<file path="src/shared/cic_pkg.sv">
// Constants and types shared by the interrupt control block
package cic_pkg;
    localparam int NUM_SRC = 8;
    localparam int GRP_W = 4;
    localparam int VEC_W = 12;
    // Vector base; source i branches to base plus two times i
    localparam logic [11:0] VEC_BASE = 12'h100;
    localparam logic [11:0] VEC_STEP = 12'h002;
    localparam logic RST_FLAG = 1'b0;
    localparam logic RST_MASK = 1'b0;
    localparam logic RST_IE = 1'b0;

    typedef enum logic [2:0] {
        CIC_IDLE = 3'b001,
        CIC_WAIT = 3'b010,
        CIC_VECT = 3'b100
    } cic_state_t;
endpackage

</file>
<file path="src/shared/cic_req_if.sv">
// Request and vector carrier between the flag bank and the control core
`timescale 1ns/1ps
interface cic_req_if #(parameter int N = 8);
    logic [N-1:0] pend;
    logic any_pend;
    logic [$clog2(N)-1:0] top_idx;
    modport bank (output pend, output any_pend, output top_idx);
    modport core (input pend, input any_pend, input top_idx);
endinterface

</file>
<file path="src/cic_prio.sv">
// Fixed priority picker: highest index wins
`timescale 1ns/1ps
module cic_prio #(
    parameter int N = 8
) (
    input wire logic [N-1:0] flag, // Factor flags
    input wire logic [N-1:0] mask, // Mask bits
    cic_req_if.bank req // Pending summary out
);
    logic [N-1:0] pend;
    logic [$clog2(N)-1:0] idx;

    // A single source leaves no index to pick between
    if (N < 2) begin : g_bad_n
        $error("cic_prio: N must be at least 2");
    end

    // Flag AND mask per source
    assign pend = flag & mask;
    assign req.pend = pend;
    assign req.any_pend = |pend;
    assign req.top_idx = idx;

    // Scan upward so the highest pending index is kept
    always_comb begin
        idx = '0;
        for (int i = 0; i < N; i++) begin
            if (pend[i]) begin
                idx = ($clog2(N))'(i);
            end
        end
    end
endmodule

</file>
<file path="src/cic_top.sv">
// Interrupt factor flags, masks, enable state and vector issue
`timescale 1ns/1ps
module cic_top #(
    parameter int NUM_SRC = cic_pkg::NUM_SRC,
    parameter int GRP_W = cic_pkg::GRP_W
) (
    input wire logic clk_sys, // System clock
    input wire logic rst_b, // Async reset, active low
    input wire logic [NUM_SRC-1:0] src_event, // Source event pulses
    input wire logic [NUM_SRC-1:0] mask_wdata, // Mask write data
    input wire logic mask_we, // Mask write strobe
    output logic [NUM_SRC-1:0] mask_q, // Mask bits
    input wire logic grp_rd, // Read flag group strobe
    input wire logic [$clog2(NUM_SRC/GRP_W)-1:0] grp_sel, // Group index
    output logic [GRP_W-1:0] grp_rdata, // Flag group read data
    input wire logic set_ei, // Enter enabled state
    input wire logic set_di, // Enter disabled state
    output logic interrupts_enabled_state, // Enable flag
    output logic irq_req, // Request to the core
    input wire logic irq_ack, // Core accepts request
    input wire logic vec_fetch, // Core fetches vector
    output logic [cic_pkg::VEC_W-1:0] vec_addr_q, // Vector for PC
    output logic vec_valid // Vector valid, one-cycle pulse
);
    localparam int NGRP = NUM_SRC / GRP_W;
    localparam int SEL_W = $clog2(NGRP);

    // Groups must tile the sources and leave at least two groups
    if (NUM_SRC % GRP_W != 0 || NUM_SRC < 2 || NGRP < 2) begin : g_bad_cfg
        $error("cic_top: NUM_SRC must be a multiple of GRP_W");
    end

    logic [NUM_SRC-1:0] flag_q;
    logic [NUM_SRC-1:0] rd_clr;
    logic ie_q;
    logic [GRP_W-1:0] rdata_d;
    cic_pkg::cic_state_t state_q;
    cic_req_if #(.N(NUM_SRC)) req ();

    cic_prio #(.N(NUM_SRC)) u_prio (
        .flag(flag_q),
        .mask(mask_q),
        .req(req)
    );

    // Read clear covers the whole selected group at once
    generate
        for (genvar g = 0; g < NUM_SRC; g++) begin : g_clr
            assign rd_clr[g] = grp_rd && (grp_sel == SEL_W'(g / GRP_W));
        end
    endgenerate

    // Flags set regardless of mask; set beats a same-cycle read clear
    always_ff @(posedge clk_sys or negedge rst_b) begin
        if (!rst_b) begin
            flag_q <= {NUM_SRC{cic_pkg::RST_FLAG}};
        end else begin
            flag_q <= (flag_q & ~rd_clr) | src_event;
        end
    end

    // Mask register; only meaningful when written with interrupts off
    always_ff @(posedge clk_sys or negedge rst_b) begin
        if (!rst_b) begin
            mask_q <= {NUM_SRC{cic_pkg::RST_MASK}};
        end else if (mask_we) begin
            mask_q <= mask_wdata;
        end
    end

    // Group read data returns flags before their clear
    always_comb begin
        rdata_d = '0;
        for (int i = 0; i < GRP_W; i++) begin
            rdata_d[i] = flag_q[grp_sel * GRP_W + i];
        end
    end

    always_ff @(posedge clk_sys or negedge rst_b) begin
        if (!rst_b) begin
            grp_rdata <= '0;
        end else if (grp_rd) begin
            grp_rdata <= rdata_d;
        end
    end

    // Enable flag; acceptance wins over a same-cycle enable request
    always_ff @(posedge clk_sys or negedge rst_b) begin
        if (!rst_b) begin
            ie_q <= cic_pkg::RST_IE;
        end else if (irq_req && irq_ack) begin
            ie_q <= 1'b0;
        end else if (set_di) begin
            ie_q <= 1'b0;
        end else if (set_ei) begin
            ie_q <= 1'b1;
        end
    end
    assign interrupts_enabled_state = ie_q;

    // Level request; a flag left set re-requests after enable
    assign irq_req = ie_q && req.any_pend;

    // Vector is chosen at fetch, not at accept, so a later higher source
    // can steer it; handlers must recheck their own flag
    always_ff @(posedge clk_sys or negedge rst_b) begin
        if (!rst_b) begin
            state_q <= cic_pkg::CIC_IDLE;
            vec_addr_q <= '0;
        end else begin
            case (state_q)
                cic_pkg::CIC_IDLE: begin
                    if (irq_req && irq_ack) begin
                        state_q <= cic_pkg::CIC_WAIT;
                    end
                end
                cic_pkg::CIC_WAIT: begin
                    if (vec_fetch) begin
                        vec_addr_q <= cic_pkg::VEC_BASE + cic_pkg::VEC_STEP
                            * cic_pkg::VEC_W'(req.top_idx);
                        state_q <= cic_pkg::CIC_VECT;
                    end
                end
                cic_pkg::CIC_VECT: begin
                    state_q <= cic_pkg::CIC_IDLE;
                end
                default: begin
                    state_q <= cic_pkg::CIC_IDLE;
                end
            endcase
        end
    end
    assign vec_valid = (state_q == cic_pkg::CIC_VECT);

    property p_flag_set;
        @(posedge clk_sys) disable iff (!rst_b)
        src_event[0] |=> flag_q[0];
    endproperty
    a_flag_set: assert property (p_flag_set)
        else $error("flag not set by event");

    property p_accept_di;
        @(posedge clk_sys) disable iff (!rst_b)
        irq_req && irq_ack |=> !interrupts_enabled_state;
    endproperty
    a_accept_di: assert property (p_accept_di)
        else $error("enable not dropped on accept");

    property p_nest;
        @(posedge clk_sys) disable iff (!rst_b)
        set_ei && !set_di && !(irq_req && irq_ack) |=> ie_q;
    endproperty
    a_nest: assert property (p_nest)
        else $error("enable not taken");

    property p_rereq;
        @(posedge clk_sys) disable iff (!rst_b)
        set_ei && !set_di && !irq_ack && !grp_rd && !mask_we
            && (|(flag_q & mask_q)) |=> irq_req;
    endproperty
    a_rereq: assert property (p_rereq)
        else $error("pending flag not requested");

    property p_rdclr;
        @(posedge clk_sys) disable iff (!rst_b)
        grp_rd && grp_sel == '0 && src_event[0] == 1'b0 |=> !flag_q[0];
    endproperty
    a_rdclr: assert property (p_rdclr)
        else $error("flag not cleared by read");

    property p_grpclr;
        @(posedge clk_sys) disable iff (!rst_b)
        grp_rd && grp_sel == '0 && src_event[GRP_W-1:0] == '0
            |=> flag_q[GRP_W-1:0] == '0;
    endproperty
    a_grpclr: assert property (p_grpclr)
        else $error("group not cleared by read");

    property p_prio;
        @(posedge clk_sys) disable iff (!rst_b)
        state_q == cic_pkg::CIC_WAIT && vec_fetch && req.pend[NUM_SRC-1]
            |=> vec_addr_q == cic_pkg::VEC_BASE + cic_pkg::VEC_STEP
                * cic_pkg::VEC_W'(NUM_SRC - 1);
    endproperty
    a_prio: assert property (p_prio)
        else $error("top source vector not chosen");

    property p_hold;
        @(posedge clk_sys) disable iff (!rst_b)
        flag_q[1] && !grp_rd |=> flag_q[1];
    endproperty
    a_hold: assert property (p_hold)
        else $error("flag dropped without read");

    property p_mask_free;
        @(posedge clk_sys) disable iff (!rst_b)
        src_event[NUM_SRC-1] && !mask_q[NUM_SRC-1] |=> flag_q[NUM_SRC-1];
    endproperty
    a_mask_free: assert property (p_mask_free)
        else $error("masked source flag not set");

    property p_di_hold;
        @(posedge clk_sys) disable iff (!rst_b)
        !interrupts_enabled_state && !set_ei |=> !interrupts_enabled_state;
    endproperty
    a_di_hold: assert property (p_di_hold)
        else $error("enable rose without software");

    property p_rd_data;
        @(posedge clk_sys) disable iff (!rst_b)
        grp_rd && grp_sel == '0 |=> grp_rdata == $past(flag_q[GRP_W-1:0]);
    endproperty
    a_rd_data: assert property (p_rd_data)
        else $error("read data not the flags before clear");

    property p_vec_pulse;
        @(posedge clk_sys) disable iff (!rst_b)
        vec_valid |=> !vec_valid;
    endproperty
    a_vec_pulse: assert property (p_vec_pulse)
        else $error("vector valid held too long");

    property p_accept_wait;
        @(posedge clk_sys) disable iff (!rst_b)
        state_q == cic_pkg::CIC_IDLE && irq_req && irq_ack
            |=> state_q == cic_pkg::CIC_WAIT;
    endproperty
    a_accept_wait: assert property (p_accept_wait)
        else $error("accept did not wait for the fetch");
endmodule

</file>
<file path="config.mk">
export PLATFORM = sky130hd
export DESIGN_NAME = cic_top
export DESIGN_NICKNAME = d
export VERILOG_FILES = /design/src/shared/cic_pkg.sv /design/src/shared/cic_req_if.sv /design/src/cic_prio.sv /design/src/cic_top.sv
export SDC_FILE = /design/constraint.sdc
export NUM_CORES = 1
export LEC_CHECK = 0
export BUFFER_PORTS_ARGS = -buffer_cell sky130_fd_sc_hd__buf_2
export CAP_MARGIN = 15
export CORE_MARGIN = 8
export CORE_UTILIZATION = 40
export DETAILED_ROUTE_END_ITERATION = 10
export PLACE_DENSITY = 0.7
export SLEW_MARGIN = 10
export SYNTH_ARGS = -nofsm -noshare
export SYNTH_HDL_FRONTEND = slang
export SYNTH_SLANG_ARGS = --single-unit
</file>
<file path="constraint.sdc">
create_clock -name clk_sys -period 2.5 [get_ports clk_sys]
set_clock_uncertainty 0.05 [all_clocks]
set_input_delay 0.375 -clock clk_sys [delete_from_list [all_inputs] [get_ports clk_sys]]
set_output_delay 0.375 -clock clk_sys [all_outputs]
set_load 0.005 [all_outputs]
</file>
==> reports/metrics.csv, run 1 <==
metric;value;unit
sequential share of power;0.542;
Final nets;172;
Peak VDD IR;0.373;mV
Mapped Cells;102;
DP HPWL;2200;µm
DR WL/cell;15.2;µm
fill count;280;
commonest cells after routing, fill and taps aside;43 x buf_2, 27 x dfrtp_1;
sequential area share after synthesis;0.567;
Ys Warns;0;
worst-path fanout max;4;
IO Port Bufs;43;
WS Path Type;reg -> out;
Logic pwr share;0.164;
CTS resizes;0;
Critical Path AT;1540;ps
Synth Register Bits;28;
fin crit period;1960;ps
vias in the first global route;972;
fin. max-slew vios;0;
Worst-path clk slew;150;ps
Num CTS Buffers;3;
Leakage;0.719;nW
Root Buffer;clkbuf_4;
Max-cap violations;0;
Placed Instances;174;
Non-Filler Instances;179;
Unique masters post-synth;27;
Die X;71.6;µm
Max-slew headroom;0.605;
cts hold-fix bufs;1;
synthesized area per cell;12.1;µm²
Row Count;20;
TNS Setup;0;ps
synthesized area;1240;µm²
Antenna Nets Post-Route;0;
worst-skew pair later-pin latency;330;ps
I/O Pins;52;
number of H-tree levels;1;
gr usage total;0.106;
drc violations;0;
Slew @ Worst Pin;592;ps
initial cell density of the core;0.412;
cell internal pwr;751;µW
Final setup viols;0;
Switch Pwr;250;µW
via count;901;
first-pass GRT wire length;4410;µm
Tcrit/Tclk final;0.784;
Net Sw Frac;0.250;
Crit. End Element;output port;
drt initial violations;13;
min-delay worst type;in -> reg;
final number of hold-violating endpoints;0;
clock network fraction of total power;0.294;
TritonRoute pass-1 iters;4;
clock tree from TritonCTS;done;
largest net degree at the start of global routing;29;
CTS Buffer Depth;2;
clk sinks;28;
initial antenna violation count;0;
layout overhead on the synthesized area;22.0;%
status;finished clean;
die area;5130;µm²
GRT overflow;0;
Worst setup SP type;register;
Achievable Freq;510;MHz
Vias/cell;5.03;
most common cell after layout, fill and taps aside;buf_2;
Pwr per Cell Area;663;nW/µm²
ant diodes;0;
CP required;2080;ps
RSZ-0062 raised after global routing;no;
# Post-CTS Setup Buffers;0;
share of layout cells above drive strength 1;0.377;
Final Wtd Congestion;0.748;
Detailed Route WL;2710;µm
area of the core;3000;µm²
Die Ht;71.6;µm
[Yosys cell counts]
library cell,n,area [µm²]
mux2i_1,4,40.0
nand2b_4,1,13.8
buf_4,8,60.1
conb_1,1,3.75
nor2b_1,1,6.26
clkbuf_1,2,7.51
and2_4,1,8.76
nand4_1,2,12.5
a32oi_1,1,8.76
nor3b_4,1,18.8
o21ai_0,1,5.00
a21o_1,8,60.1
a211oi_2,1,12.5
a21oi_1,6,30.0
a31oi_1,3,18.8
dfrtp_1,27,676
mux2_1,8,90.1
nand2b_1,2,12.5
buf_2,1,5.00
a21o_2,1,8.76
or2_1,2,12.5
a22oi_1,2,15.0
a22oi_2,2,25.0
nor2_1,8,30.0
nand2_1,6,22.5
dfstp_2,1,26.3
nor3b_1,1,7.51
[flip-flops by register name, indices dropped and copies added (netlist names)]
signal                    count
flag_q                        8
interrupts_enabled_state      1
vec_addr_q                    4
mask_q                        8
grp_rdata                     4
state_q                       3
[path summary, 6_finish.rpt]
| check | start | to | slack [ps] | depth (start not counted) |
|---|---|---|---|---|
| min in group asynchronous | rst_b | grp_rdata[1] | 510 | 2 |
| max in group asynchronous | rst_b | mask_q[7] | 1500 | 2 |
| worst max-delay path | flag_q[3] | irq_req | 540 | 4 |
| worst max register to register | flag_q[3] | interrupts_enabled_state | 1090 | 4 |
| worst min register to register | vec_addr_q[8] | vec_addr_q[8] | 430 | 1 |
| worst min-delay path | set_di | interrupts_enabled_state | 130 | 2 |
[worst max-delay path: stages (launching register included)]
cell	delay (ps)
dfrtp_1	460
a22oi_1	260
nand4_1	170
and2_4	200
buf_2	120
[power groups by stage]
| stage | Clock (mW) | Sequential (mW) | Combinational, mW |
|---|---|---|---|
| floorplan | 0 | 0.548 | 0.0888 |
| global placement | 0 | 0.549 | 0.163 |
| detailed placement | 0 | 0.551 | 0.167 |
| CTS | 0.300 | 0.543 | 0.169 |
| global route | 0.318 | 0.550 | 0.187 |
| finish | 0.294 | 0.543 | 0.164 |
[cell type report]
cell class / instances / area [µm²] / area share
clock buffer: 3 / 22.5 / 0.0149
timing repair buffer: 44 / 225 / 0.149
clock inverter: 1 / 30.0 / 0.0199
multi-input combinational: 70 / 489 / 0.324
tap: 33 / 41.3 / 0.0273
sequential: 28 / 702 / 0.465
[logic make-up (layout without fill, tap and decap cells)]
family | count (synthesis) | in the layout | share of synthesized area
and+or+nand+nor | 25 | 25 | 0.117
AOI/OAI and AO/OA | 25 | 25 | 0.149
DFF | 28 | 28 | 0.567
muxes | 12 | 12 | 0.105
buffers and inverters | 11 | 48 | 0.0586
other | 1 | 8 | 0.00303
[metal layers]
layer  up-vias  track usage  routed length [µm]
li1        434            -                   -
met1       428        0.121                1160
met2        37        0.179                1300
met3         2       0.0488                 237
met4         0       0.0204                  13
met5         -            0                   0
[per-stage QoR]
stage	area [µm²]	setup WS [ps]	total power [mW]	util	hold WS (ps)
after floorplan	1260	1170	0.637	-	29.4
after global placement	1450	965	0.712	0.482	373
after detailed placement	1450	938	0.718	0.482	372
after CTS	1510	552	1.01	0.503	123
after global routing	1510	461	1.06	0.503	112
final	1510	539	1.00	0.503	132
No activity file was read; power rests on OpenSTA's default activity.
==> run 2, diff against run 1 <==
Settings changed: PLACE_DENSITY 0.7 to 0.72.
Clock period 2.5 ns to 1.8 ns, I/O delays scaled along.
==> run 2 against run 1 <==
Hold slack got worse by 94 ps. Critical path type unchanged. Critical path depth unchanged. Die area unchanged. Largest power group unchanged. Register-to-register slack got worse by 750 ps. Via count increased by 12%.
==> reports/metrics.csv, run 2 (synthesis gave the netlist of run 1 again) <==
metric;value;unit
status;finished clean;
Reg-to-Reg Start;mask_q[1];
drc violations;0;
TritonRoute pass-1 iters;4;
worst-skew pair later-pin latency;330;ps
Top Family by Delay on Critical Path;flip-flops;
RSZ-0062 raised after global routing;yes;
Leakage;0.802;nW
Worst Setup SP;mask_q[1];
DP HPWL;2240;µm
Row Count;20;
initial cell density of the core;0.412;
setup ws final;27.4;ps
min-delay worst type;in -> reg;
GRT overflow;0;
Final setup viols;0;
Crit. End Element;output port;
Max-cap violations;0;
fill count;285;
Max-slew headroom;0.592;
initial antenna violation count;0;
share of layout cells above drive strength 1;0.455;
most common cell after layout, fill and taps aside;buf_2;
area of the core;3000;µm²
first-pass GRT wire length;4910;µm
ant diodes;0;
commonest cells after routing, fill and taps aside;42 x buf_2, 27 x dfrtp_1, 19 x buf_4;
Vias/cell;5.10;
Final Wtd Congestion;0.804;
Die X;71.6;µm
Final nets;191;
DR WL/cell;15.5;µm
WS Path Type;reg -> out;
drt initial violations;27;
Worst setup SP type;register;
Critical Path AT;1450;ps
crit-path cells;a22oi_1 -> nand4_1 -> and2_4 -> buf_6;
Achievable Freq;564;MHz
Max stage delay on crit path;430;ps
Worst-path clk slew;150;ps
worst-path fanout max;3;
largest net degree at the start of global routing;29;
CTS Buffer Depth;2;
die area;5130;µm²
I/O Pins;52;
final number of hold-violating endpoints;0;
Tcrit/Tclk final;0.985;
via count;1009;
CP required;1480;ps
Detailed Route WL;3070;µm
fin. max-slew vios;0;
IO Port Bufs;43;
gr usage total;0.118;
Die Ht;71.6;µm
TNS Setup;0;ps
fin crit period;1770;ps
Num CTS Buffers;3;
number of H-tree levels;1;
layout overhead on the synthesized area;33.2;%
CP Buf/Inv Count;1;
Root Buffer;clkbuf_4;
pre-CTS WS;324;ps
clock tree from TritonCTS;done;
Slew @ Worst Pin;612;ps
register area;702;µm²
Multi-input gate area;494;µm²
Antenna Nets Post-Route;0;
slowest CP cell;dfrtp_1;
worst min-delay path startpoint;set_di;
FF-to-FF setup slack;340;ps
biggest regs;flag_q x8, mask_q x8;
clk sinks;28;
Pwr per Cell Area;819;nW/µm²
vias in the first global route;1093;
Peak VDD IR;0.480;mV
run 2: cell count changes in the layout (fill, tap and decap cells not counted):
cell,previous run,this run
a22oi_2,2,3
a22oi_1,2,1
buf_4,0,19
buf_6,0,1
bufinv_16,1,0
buf_2,43,42
clkbuf_8,0,1
run 2: final timing paths:
path / to / cells after the start
setup / recovery: irq_req / 4
hold / removal: interrupts_enabled_state / 2
setup reg to reg: state_q[1] / 6
hold reg to reg: vec_addr_q[8] / 1
max in group asynchronous: grp_rdata[3] / 2
min in group asynchronous: mask_q[1] / 2
run 2: power by group:
| part | switching, mW | internal, mW |
|---|---|---|
| logic | 0.129 | 0.167 |
| registers | 0.0511 | 0.697 |
| clock network | 0.180 | 0.124 |
run 2: what timing repair did:
action	4_1_cts	5_1_grt
hold endpoints to repair	27	0
buffers inserted	10	9
gates cloned	0	0
hold buffers	1	0
pin swaps	4	4
gates resized for setup	0	2
setup endpoints to repair	1	1
run 2: metrics by stage:
stage	utilization	hold slack [ps]	power (mW)	instances	area [µm²]
after floorplan	-	-75.6	0.884	109	1260
after global placement	0.482	259	0.988	174	1450
after detailed placement	0.482	265	0.999	174	1450
after CTS	0.523	26.4	1.33	189	1570
after global routing	0.549	19.1	1.43	198	1650
final	0.549	37.8	1.35	198	1650
run 2: cell type report:
class | count | share of cell area
sequential | 28 | 0.426
tap | 33 | 0.0251
timing repair buffer | 63 | 0.227
clock buffer | 4 | 0.0220
multi-input combinational | 70 | 0.300
run 2: per-layer routing:
metal | global-route usage | share of wire | up-vias
li1 | - | - | 470
met1 | 0.119 | 0.39 | 487
met2 | 0.209 | 0.49 | 46
met3 | 0.0530 | 0.10 | 6
met4 | 0.0408 | 0.013 | 0
met5 | 0 | 0 | -
==> run 3, diff against run 2 <==
Settings changed: RECOVER_POWER set to 25.
==> run 3 against run 2 <==
Critical path depth unchanged. Die area unchanged. Via count unchanged. Highest routed layer unchanged. Sequential cell count unchanged.
==> reports/metrics.csv, run 3 (synthesis gave the netlist of run 1 again) <==
metric;value;unit
share of layout cells above drive strength 1;0.424;
drc violations;0;
area of the core;3000;µm²
Non-Filler Instances;198;
via count;1009;
pre-CTS WS;324;ps
setup ws final;27.7;ps
fill count;289;
biggest regs;flag_q x8, mask_q x8;
Row Count;20;
Placed Instances;174;
initial cell density of the core;0.412;
fin crit period;1770;ps
Max-cap violations;0;
fin. max-slew vios;0;
Pwr Total;1.34;mW
WS Path Type;reg -> out;
GRT overflow;0;
most common cell after layout, fill and taps aside;buf_2;
Multi-input gate area;494;µm²
Die Ht;71.6;µm
Leakage;0.786;nW
TritonRoute pass-1 iters;4;
Final Wtd Congestion;0.804;
CTS Buffer Depth;2;
Pwr per Cell Area;824;nW/µm²
number of H-tree levels;1;
Num CTS Buffers;3;
I/O Pins;52;
drt initial violations;27;
final number of hold-violating endpoints;0;
ant diodes;0;
layout overhead on the synthesized area;31.6;%
Max-slew headroom;0.546;
Peak VDD IR;0.480;mV
first-pass GRT wire length;4910;µm
clk sinks;28;
Slew @ Worst Pin;681;ps
Tcrit/Tclk final;0.985;
status;finished clean;
DR WL/cell;15.5;µm
largest net degree at the start of global routing;29;
initial antenna violation count;0;
Detailed Route WL;3060;µm
worst-skew pair later-pin latency;330;ps
CP required;1480;ps
gr usage total;0.118;
clock tree from TritonCTS;done;
worst-path fanout max;3;
min-delay worst type;in -> reg;
Worst-path clk slew;150;ps
Crit. End Element;output port;
Die X;71.6;µm
IO Port Bufs;43;
worst hold slack;37.0;ps
Final Core Density;0.543;
Root Buffer;clkbuf_4;
die area;5130;µm²
FF-to-FF setup slack;340;ps
commonest cells after routing, fill and taps aside;41 x buf_2, 27 x dfrtp_1, 14 x buf_4;
Achievable Freq;564;MHz
Critical Path AT;1450;ps
Final nets;191;
Final setup viols;0;
vias in the first global route;1093;
Vias/cell;5.10;
Worst setup SP type;register;
RSZ-0062 raised after global routing;yes;
DP HPWL;2240;µm
register area;702;µm²
Antenna Nets Post-Route;0;
[run 3: changes by cell type in the layout (fill, tap and decap cells not counted), sizes merged]
cell	change
clkbuf	+6
buf	-6
[run 3: final timing paths]
path,cells past startpoint,startpoint,endpoint
min,2,set_di,interrupts_enabled_state
max reg2reg,6,mask_q[1],state_q[1]
min reg2reg,1,vec_addr_q[8],vec_addr_q[8]
min in group asynchronous,2,rst_b,mask_q[1]
max,4,mask_q[1],irq_req
max in group asynchronous,2,rst_b,grp_rdata[3]
[run 3: power breakdown]
part | internal (mW) | switching (mW)
Clock | 0.124 | 0.181
Sequential | 0.697 | 0.0509
Combinational | 0.161 | 0.129
[run 3: final cells by class]
class | count | share of cell area
well taps | 33 | 0.0253
clock buffers | 4 | 0.0223
flip-flops and latches | 28 | 0.431
repair buffers | 63 | 0.218
multi-input cells | 70 | 0.303
[run 3: layer usage]
layer / GRT usage / wire length [µm]
met2: 0.209 / 1490
met3: 0.0530 / 321
met4: 0.0408 / 39
met1: 0.119 / 1210
met5: 0 / 0
[run 3: what timing repair did]
action / 4_1_cts / 5_1_grt
pin swaps: 4 / 4
resized for setup: 0 / 2
setup buffers: 10 / 9
hold buffers: 1 / 0
hold endpoints to repair: 27 / 0
setup endpoints to repair: 1 / 1
cloned: 0 / 0
[run 3: critical path, cell delays in order, from the launching register on]
cell and delay [ps]:
dfrtp_1 430, a22oi_1 220, nand4_1 170, and2_4 190, buf_6 110
[run 3: through the flow]
step | setup TNS (ps) | instance area (µm²)
after floorplan | 0 | 1260
after global placement | 0 | 1450
after detailed placement | 0 | 1450
after CTS | 0 | 1570
after global routing | -105 | 1630
final | 0 | 1630
